**src/logic/tfrc_map.svh**
```systemverilog
/*
  Offsets, field positions, reset values and timing figures of the
  thermal fault retry controller.
  Assumes a 200 MHz system clock and a 32-bit APB register bus.
*/
`ifndef TFRC_MAP_SVH
`define TFRC_MAP_SVH

// Clock rate in MHz.
`define TFRC_CLK_MHZ       200
// Waits in microseconds; the controller turns them into cycle counts.
`define TFRC_T_COOL_US     20
`define TFRC_T_RETRY_US    500
`define TFRC_T_CLR_US      2000
// Retry limits, meant to be trimmed per application.
`define TFRC_FAST_LIMIT    3
`define TFRC_SLOW_LIMIT    2

// Register byte offsets.
`define TFRC_OFS_EVENT     12'h000
`define TFRC_OFS_MASK      12'h004
`define TFRC_OFS_STATE     12'h008

// Event bit positions, shared by event and mask registers.
`define TFRC_EV_PEAK       0
`define TFRC_EV_THERM      1
`define TFRC_EV_LATCH      2
`define TFRC_EV_W          3

// Reset value of the mask register: every event enabled.
`define TFRC_MASK_RST      3'h7

`endif

```
**src/logic/tfrc_pkg.sv**
```systemverilog
/*
  Types of the thermal fault retry controller.
  Assumes tfrc_map.svh is on the include path.
*/
`include "tfrc_map.svh"

package tfrc_pkg;

  // Protection mode; the first member is the reset state.
  typedef enum logic [1:0] {
    TFRC_RUN,
    TFRC_COOL,
    TFRC_THERM,
    TFRC_LATCH
  } tfrc_mode_e;

  // Protection flags from the analog comparators.
  typedef struct packed {
    logic abs_hot;
    logic diff_hot;
    logic backup_hot;
    logic peak;
  } tfrc_flags_s;

  // Whole state of the controller.
  typedef struct packed {
    tfrc_mode_e               mode;
    logic [7:0]               fault_cnt;
    logic [31:0]              timer;
    logic [31:0]              dis_cnt;
    logic                     drive;
    logic                     latched;
    logic [`TFRC_EV_W-1:0]    events;
    logic [`TFRC_EV_W-1:0]    mask;
    logic                     irq;
    logic                     pready;
    logic                     pslverr;
    logic [31:0]              prdata;
  } tfrc_state_s;

endpackage : tfrc_pkg

```
**src/logic/tfrc_ctrl.sv**
```systemverilog
/*
  Thermal fault retry controller: gates the output stage from the
  thermal and peak-current flags, spaces retries by cool-down timers
  or temperature hysteresis, and latches off after too many faults.
  Assumes all inputs synchronous to sys_clk_i, comparator flags that
  carry their own hysteresis, and an APB master on the register port.
  Limitation: a disable long enough to clear the count does not cut short
  a cool-down or hysteresis wait already running; the stage restarts only
  when that wait has ended and the enable is back.
*/
// Behaviour
// - The output stage is forced off while the absolute thermal flag is set.
// - After an absolute shutdown, restart waits until the flag clears on cooling.
// - A differential thermal flag turns the output off until it clears again.
// - Differential shutdown acts without waiting for the peak detector.
// - The back-up thermal flag can also force the output stage off.
// - Each current peak while driving turns the output off and counts a fault.
// - The first fast_retry_limit retries restart after the short cool-down.
// - Later retries are spaced by the longer retry interval.
// - At fast plus slow faults the output latches off until a counter reset.
// - Enable held low longer than the clear time clears counter and latch.
// - Thermal shutdowns also count, and wait on hysteresis, not a timer.
// - One fault counter serves both current and thermal paths.
// - The retry limits are trimmable; 1 and 0 give fuse behaviour.
`timescale 1ns/1ps
`include "tfrc_map.svh"

module tfrc_ctrl import tfrc_pkg::*; #(
  parameter int FAST_LIMIT = `TFRC_FAST_LIMIT,                  // Fast retries.
  parameter int SLOW_LIMIT = `TFRC_SLOW_LIMIT,                  // Slow retries.
  parameter int COOL_CYC   = `TFRC_T_COOL_US * `TFRC_CLK_MHZ,   // Short wait.
  parameter int RETRY_CYC  = `TFRC_T_RETRY_US * `TFRC_CLK_MHZ,  // Long wait.
  parameter int CLR_CYC    = `TFRC_T_CLR_US * `TFRC_CLK_MHZ     // Clear time.
) (
  input  wire logic        sys_clk_i,  // System clock.
  input  wire logic        reset_i,    // Synchronous reset, high.
  input  wire logic        enable_i,   // Input enable from the controller.
  input  wire tfrc_flags_s flags_i,    // Comparator flags.
  output logic             drive_o,    // Output stage gate drive.
  output logic             latched_o,  // Latched off.
  output logic             irq_o,      // Level interrupt.
  input  wire logic        psel,       // APB select.
  input  wire logic        penable,    // APB enable.
  input  wire logic        pwrite,     // APB direction.
  input  wire logic [11:0] paddr,      // APB byte address.
  input  wire logic [31:0] pwdata,     // APB write data.
  output logic             pready,     // APB ready.
  output logic [31:0]      prdata,     // APB read data.
  output logic             pslverr     // APB error.
);

  // Fault total at which the stage latches off.
  localparam logic [7:0] TOTAL = 8'(FAST_LIMIT + SLOW_LIMIT);
  localparam logic [7:0] FAST  = 8'(FAST_LIMIT);

  // Present state, its next value and the scratch terms of the next-state logic.
  tfrc_state_s s;
  tfrc_state_s n;
  logic        hot;
  logic        clr;
  logic [7:0]  nc;
  logic [`TFRC_EV_W-1:0] ev;
  logic [`TFRC_EV_W-1:0] w1c;

  // Any thermal flag shuts down, whatever the peak detector says. The
  // comparators carry their own hysteresis, so a flag that drops means the
  // die has cooled far enough to try again.
  assign hot = flags_i.abs_hot
             | flags_i.diff_hot
             | flags_i.backup_hot;

  // Next state: protection sequence, disable clear, then register port.
  always_comb begin
    n   = s;
    ev  = '0;
    w1c = '0;
    nc  = 8'(s.fault_cnt + 8'h01);
    // A long disable is timed here; saturating keeps it from wrapping.
    clr = !enable_i && (s.dis_cnt == 32'(CLR_CYC));
    if (enable_i) begin
      n.dis_cnt = '0;
    end else if (!clr) begin
      n.dis_cnt = 32'(s.dis_cnt + 32'h1);
    end
    case (s.mode)
      TFRC_RUN: begin
        // Thermal wins over the peak so the longer wait prevails.
        if (s.drive && hot) begin
          n.fault_cnt = nc;
          ev[`TFRC_EV_THERM] = 1'b1;
          n.mode = (nc >= TOTAL) ? TFRC_LATCH : TFRC_THERM;
        end else if (s.drive && flags_i.peak) begin
          n.fault_cnt = nc;
          ev[`TFRC_EV_PEAK] = 1'b1;
          n.mode = (nc >= TOTAL) ? TFRC_LATCH : TFRC_COOL;
          // Early retries use the short wait, later ones the long.
          n.timer = (nc <= FAST) ? 32'(COOL_CYC)
                                 : 32'(RETRY_CYC);
        end
      end
      TFRC_COOL: begin
        // A die still hot after the timer keeps waiting on hysteresis.
        if (s.timer != 32'h0) begin
          n.timer = 32'(s.timer - 32'h1);
        end else if (!hot) begin
          n.mode = TFRC_RUN;
        end
      end
      TFRC_THERM: begin
        // Restart only once the comparator has dropped on cooling.
        if (!hot) begin
          n.mode = TFRC_RUN;
        end
      end
      TFRC_LATCH: begin
        n.mode = TFRC_LATCH;
      end
      default: begin
        n.mode = TFRC_RUN;
      end
    endcase
    if (n.mode == TFRC_LATCH && s.mode != TFRC_LATCH) begin
      ev[`TFRC_EV_LATCH] = 1'b1;
    end
    // Long disable: counter and latch cleared; the counter is shared.
    if (clr) begin
      n.fault_cnt = '0;
      if (s.mode == TFRC_LATCH) begin
        n.mode = TFRC_RUN;
      end
    end
    // Drive needs enable, no flag, run mode and no latch.
    n.drive = enable_i && (n.mode == TFRC_RUN) && !hot
              && !flags_i.peak;
    n.latched = (n.mode == TFRC_LATCH);

    // Register port: answer in the first access cycle.
    // Map: event flags at the first word, write one to clear; mask at the
    // second word; state at the third word, read only, with the fault count
    // in bits 15:8, latch in bit 4, drive in bit 3 and the mode in bits 1:0.
    // Data comes from the state before the edge, so a read never sees a
    // half-updated sequence. Unmapped words answer with an error and zero.
    n.pready  = 1'b0;
    n.pslverr = 1'b0;
    n.prdata  = '0;
    if (psel && !penable) begin
      n.pready = 1'b1;
      case (paddr)
        `TFRC_OFS_EVENT: n.prdata = 32'(s.events);
        `TFRC_OFS_MASK:  n.prdata = 32'(s.mask);
        `TFRC_OFS_STATE: n.prdata = {16'h0, s.fault_cnt, 3'h0,
                                     s.latched, s.drive, 1'b0, s.mode};
        default:         n.pslverr = 1'b1;
      endcase
    end
    if (psel && penable && s.pready && pwrite) begin
      if (paddr == `TFRC_OFS_EVENT) begin
        w1c = pwdata[`TFRC_EV_W-1:0];
      end
      if (paddr == `TFRC_OFS_MASK) begin
        n.mask = pwdata[`TFRC_EV_W-1:0];
      end
    end
    // A new event in the clearing cycle survives the clear.
    n.events = (s.events & ~w1c) | ev;
    n.irq    = |(n.events & n.mask);
  end

  // State register; synchronous reset puts everything to its base.
  always_ff @(posedge sys_clk_i) begin
    if (reset_i) begin
      s      <= '0;
      s.mask <= `TFRC_MASK_RST;
    end else begin
      s <= n;
    end
  end

  assign drive_o   = s.drive;
  assign latched_o = s.latched;
  assign irq_o     = s.irq;
  assign pready    = s.pready;
  assign prdata    = s.prdata;
  assign pslverr   = s.pslverr;

  logic ok_in;
  assign ok_in = enable_i && !hot && !flags_i.peak;

  // Event flags are sticky: only a written one clears a bit, and a new
  // event in the clearing cycle wins over the clear.
  logic [`TFRC_EV_W-1:0] ev_kept;
  logic [`TFRC_EV_W-1:0] wr_bits;
  assign ev_kept = s.events & ~w1c;
  assign wr_bits = pwdata[`TFRC_EV_W-1:0];
endmodule : tfrc_ctrl

```
**config.mk**
```make
export PLATFORM = sky130hd
export DESIGN_NAME = tfrc_ctrl
export DESIGN_NICKNAME = d
export VERILOG_FILES = /design/src/logic/tfrc_pkg.sv /design/src/logic/tfrc_ctrl.sv
export VERILOG_INCLUDE_DIRS = /design/src /design/src/logic
export SDC_FILE = /design/constraint.sdc
export NUM_CORES = 1
export LEC_CHECK = 0
export ABC_AREA = 1
export BUFFER_PORTS_ARGS = -buffer_cell sky130_fd_sc_hd__buf_2
export CORE_MARGIN = 2
export CORE_UTILIZATION = 30
export DETAILED_ROUTE_END_ITERATION = 8
export PLACE_DENSITY_LB_ADDON = 0.25
export SETUP_SLACK_MARGIN = 0.2
export SLEW_MARGIN = 20
export SYNTH_ARGS = -nofsm -noshare
export SYNTH_HDL_FRONTEND = slang
export SYNTH_SLANG_ARGS = --single-unit
```
**constraint.sdc**
```tcl
create_clock -name sys_clk_i -period 1.7 [get_ports sys_clk_i]
set_input_delay 0.085 -clock sys_clk_i [delete_from_list [all_inputs] [get_ports sys_clk_i]]
set_output_delay 0.085 -clock sys_clk_i [all_outputs]
set_load 0.05 [all_outputs]
```
# After elaboration in Yosys (flattened, before gate mapping)
# Index checks and enable logic that the tools add are counted.
[classes]
eq_ne = 12
mux = 26
magnitude_cmp = 2
bitwise = 7
reduce_logical = 28
add_sub_neg = 3
[op_table]
columns = ["cell", "n"]
rows = [
  ["32-bit 2-to-1 mux", 2],
  ["32-bit case mux with 2 select lines", 1],
  ["16-bit case mux with 3 select lines", 1],
  ["42-bit 2-to-1 mux", 1],
  ["34-bit 2-to-1 mux", 1],
  ["32-bit by 1-bit adder with 32-bit output, second input constant", 1],
  ["32-bit by 19-bit == test with 1-bit output, second input constant", 1],
  ["32-bit nonzero test", 1],
  ["32-bit by 1-bit subtractor with 32-bit output, second input constant", 1],
  ["10-bit 2-to-1 mux", 2],
  ["17-bit 2-to-1 mux", 1],
  ["12-bit by 3-bit == test with 1-bit output, second input constant", 1],
  ["12-bit by 4-bit == test with 1-bit output, second input constant", 1],
  ["12-bit zero test", 1],
  ["3-bit 2-to-1 mux", 4],
  ["1-bit logical AND", 11],
  ["2-bit 2-to-1 mux", 5],
  ["8-bit by 1-bit adder with 8-bit output, second input constant", 1],
  ["2-bit == test, second input constant", 4],
  ["8-bit by 3-bit greater-or-equal comparator with 1-bit output, second input constant", 1],
  ["8-bit by 2-bit less-or-equal comparator with 1-bit output, second input constant", 1],
  ["8-bit 2-to-1 mux", 1],
  ["2-bit inequality test, second input constant", 4],
  ["2-bit case mux with 4 select lines", 1],
  ["other kinds (14)", 29],
]
[word_totals]
output_inout_bits = 37
word_cells = 90
inputBits = 54
ff_bits = 117

# Logic depth before layout (Yosys ltp)
[logic_depth]
depth_word = 12
mapped_depth = 13
mapped_depth_nobuf = 13

# Least setup slack after synthesis
# No wires, ideal clock.
[synth_path]
path_type = "register to register"
from = "register s, in the netlist drive_o"
to = "register s[92] in the netlist's numbering"
required_time_ns = 1.630
period_less_slack_ns = 1.706
t_arrival_ns = 1.636
path_buffers = 0
stages_incl_launch_ff = 8
setup_time_ns = 0.070
path_slack_ns = -0.006
path_cell_list = "dfxtp_1 > nand3_1 > nor2_1 > inv_1 > nand2_4 > nand3_2 > or2_2 > a21oi_1"
[synth_via]
elab_chain_len = 3
word_cells_on_any_way = 5
cone_classes = "eq/ne: 2; reduce/logical: 3"
[synth_rtl]
columns = ["element", "line_no", "rtl"]
rows = [
  ["from (decl)", "tfrc_ctrl.sv:57", "tfrc_state_s s;"],
  ["from (signal assigned)", "tfrc_ctrl.sv:175", "s <= n;"],
  ["1-bit logical AND (on tied branches)", "tfrc_ctrl.sv:92, tfrc_ctrl.sv:88", ""],
  ["2-bit inequality test (no source line)", "-", ""],
  ["4-bit AND reduction (no source line) (*)", "-", ""],
]
# Every way passes the cells marked *; elsewhere a longest branch is shown, timed or not.
# A chain may end at the register's enable or synchronous reset.

# Worst setup path after layout
[layout_path]
from = "register s[44] in the netlist's numbering"
to = "register s[73] in the netlist's numbering"
[layout_via]
elab_chain_len = 2
word_cells_on_any_way = 3
cone_classes = "add/sub: 1; eq/ne: 1; reduce/logical: 1"
[layout_rtl]
columns = ["element"]
rows = [
  ["parallel branches: the longest is 2 deep, another holds 32-bit by 1-bit adder with 32-bit output"],
]
# Several ways; the timed one is not identified.

==> run metrics <==
minimum clock period 1.71 ns; sequential share of the synthesized area 36.5%; Remaining Overflow, GRT 0; Worst Path Arrival 1.94 ns; clock tree buffer depth 2; Leakage 3.39 nW; RSZ-0062 raised after global routing yes; Async S/R FF share, synth 0%; Post-DRT Antenna Nets 0; final net count 975; Root Buffer clkbuf_16; I/O pins 91; critical-path cell list ha_4, nand2_4, nor2_4, nand4_4, nor2_4, nand2_4, nor2_4, nand2_4, nor3_4, nand2_1, nor3b_2; most numerous cell in the Yosys netlist nand2_1; chip width between 100 and 150 microns; Core ar. 17400 sq um; total power between 4 and 5 mW; dominant cells by area after synthesis dfxtp_1 (36%), nand2_1 (9.1%), nor2_1 (8.2%), inv_1 (6.1%), a21oi_1 (4.9%); status finished with violations; Clock Sinks 98; register share of total power 46.9%; DRC violations left 0; IO Port Bufs 42; count of buffer and inverter cells on the critical path 0; Setup CP Type reg -> reg; Syn. warnings 0; Fin Setup TNS -0.0121 ns; Via-to-Cell Ratio 4.48; CTS tree built; Worst path max stage delay 0.38 ns; Hold Crit Class in -> reg; area delta synth->final 42.0%; Comb power frac about 7.9%; f_max between 500 and 600 MHz; fraction of power consumed by the clock network 45.2%; WL/cell around 12 microns; final hold vios 0; Post-Syn Instances 760; via count 5130; CP Capture Type register; Setup-failing EPs final 2; Cell variety after synth 49; Yosys reg bits between 90 and 100; worst vdd ir 0.475 mV; Rows 48; Yosys top cell by area dfxtp_1; Mapped Avg Cell Area 7.08 sq um; Worst path top cell family by delay simple AND/OR/NAND/NOR gates; Die Y 138 microns; EDFF count, synth 0; switching share of power approximately a quarter; Hold WS 0.0313 ns; Cells after DPL 1108; clk slew on worst S/H paths roughly 0.08 ns; Placer Congestion 0.805; CP max FO 5; TritonCTS Buffers 9; Final Non-Filler Cells 1145; gr usage total 15.1%; initial core utilization 30.9%; # diodes 0; max-slew violations 0; P_sw 1.32 mW; drt total wl 13800 microns; largest net degree at the start of global routing 24; H-tree depth 3; Req. time, crit path 1.92 ns; clk_skew 0.0165 ns; Worst path slowest cell dfxtp_4; share of the synthesized area in the top cell type 36.5%; Final Cycle Share 101%; main flop type after synthesis dfxtp_1; Cell Int Power 3.60 mW; initial DRC count between 200 and 250; Final Util between 40% and 50%; post-synth design cell area 5380 sq um; worst skew pair latency 0.35 ns; failing checks setup timing; vias in the first global route 4766; HPWL after DPL 10100 microns; Synth top cells by count nand2_1 (130), nor2_1 (118), dfxtp_1 (98), inv_1 (87), a21oi_1 (53); fraction of layout cells with a size suffix above 1 roughly two fifths; PwrDens 644 nW/um^2; die area 19000 sq um; initial antenna violation count 0; max-cap violation count 0; drt first pass iters 5; global-route wire length before repair 22600 microns; Worst Setup Slack, final -0.0117 ns; crit path launch type register
-- per-layer routing --
layer | track usage [%] | routed length (microns) | up-vias | part of all wire (%)
met1 | 20.3 | 6810 | 2303 | 49
met4 | 3.12 | 105 | 0 | 0.76
met3 | 3.14 | 485 | 6 | 3.5
met5 | 0 | 0 | - | 0
met2 | 24.9 | 6370 | 78 | 46
li1 | - | - | 2743 | -
-- tightest hold or removal path, cell delays in order --
cell and delay [ns]:
buf_2 0.13, nand3_1 0.10, nor2_2 0.03
-- what timing repair did --
| item | in CTS | in global routing |
|---|---|---|
| endpoints found under the setup margin | 62 | 76 |
| hold buffers | 2 | 0 |
| pin swaps | 24 | 39 |
| hold endpoints to repair | 1 | 0 |
| resized for setup | 72 | 101 |
| buffers inserted | 12 | 7 |
-- area by class of cell --
| type | count | area (sq um) |
|---|---|---|
| fill | 1746 | 9780 |
| multi-input combinational | 544 | 3430 |
| sequential | 98 | 2020 |
| timing repair buffer | 171 | 1230 |
| inverter | 91 | 355 |
| tap | 225 | 282 |
| clock buffer | 9 | 225 |
| clock inverter | 7 | 90.1 |
-- power groups by stage --
stage	clock network (mW)	registers (mW)	logic, mW
4_1_cts	2.29	2.31	0.369
5_1_grt	2.37	2.31	0.430
3_5_place_dp	0	2.37	0.353
2_1_floorplan	0	2.37	0.263
6_report	2.22	2.31	0.391
3_3_place_gp	0	2.37	0.352
-- layout by cell type, fill, tap and decap left out, types with 21 or more instances in the layout --
master   Yosys  routed
inv_1       87      76
nand3_1     35      26
nor2_4      11      27
o21ai_0     34      21
buf_4       32     118
a21oi_1     53      43
nand2_1    130     108
buf_2        2      42
nor2_2       6      25
nor2_1     118      83
nand2_2      7      22
dfxtp_1     98      70
-- registers in the layout, indices dropped and copies added (netlist names) --
signal / cells
drive_o: 1
irq_o: 1
latched_o: 1
prdata: 13
pready: 1
pslverr: 1
s: 80
-- metrics by stage --
step	setup WS [ns]	instance area, sq um
finish	-0.0117	7640
global route	-0.149	7640
CTS	-0.000564	7240
detailed placement	-0.0370	6570
global placement	-0.0477	6570
floorplan	0.113	5550
-- worst paths after layout --
check            start   endpoint  slack [ns]  depth (start not counted)
max              s[44]      s[73]       -0.01                         11
min           enable_i    drive_o        0.03                          3
min reg2reg  latched_o  prdata[4]        0.44                          2
max reg2reg      s[44]      s[73]       -0.01                         11
-- cell families (layout without fill, tap and decap cells) --
family	Yosys count	after routing	synth area share [%]
and+or+nand+nor	383	383	34.5
buffers and inverters	136	278	12.2
AOI/OAI and AO/OA	120	120	12.8
DFF	98	98	36.5
xor gates and xnor gates	16	16	2.60
adders and majority gates	6	6	1.40
other	1	19	0.0697
No activity file was read; power rests on OpenSTA's default activity.
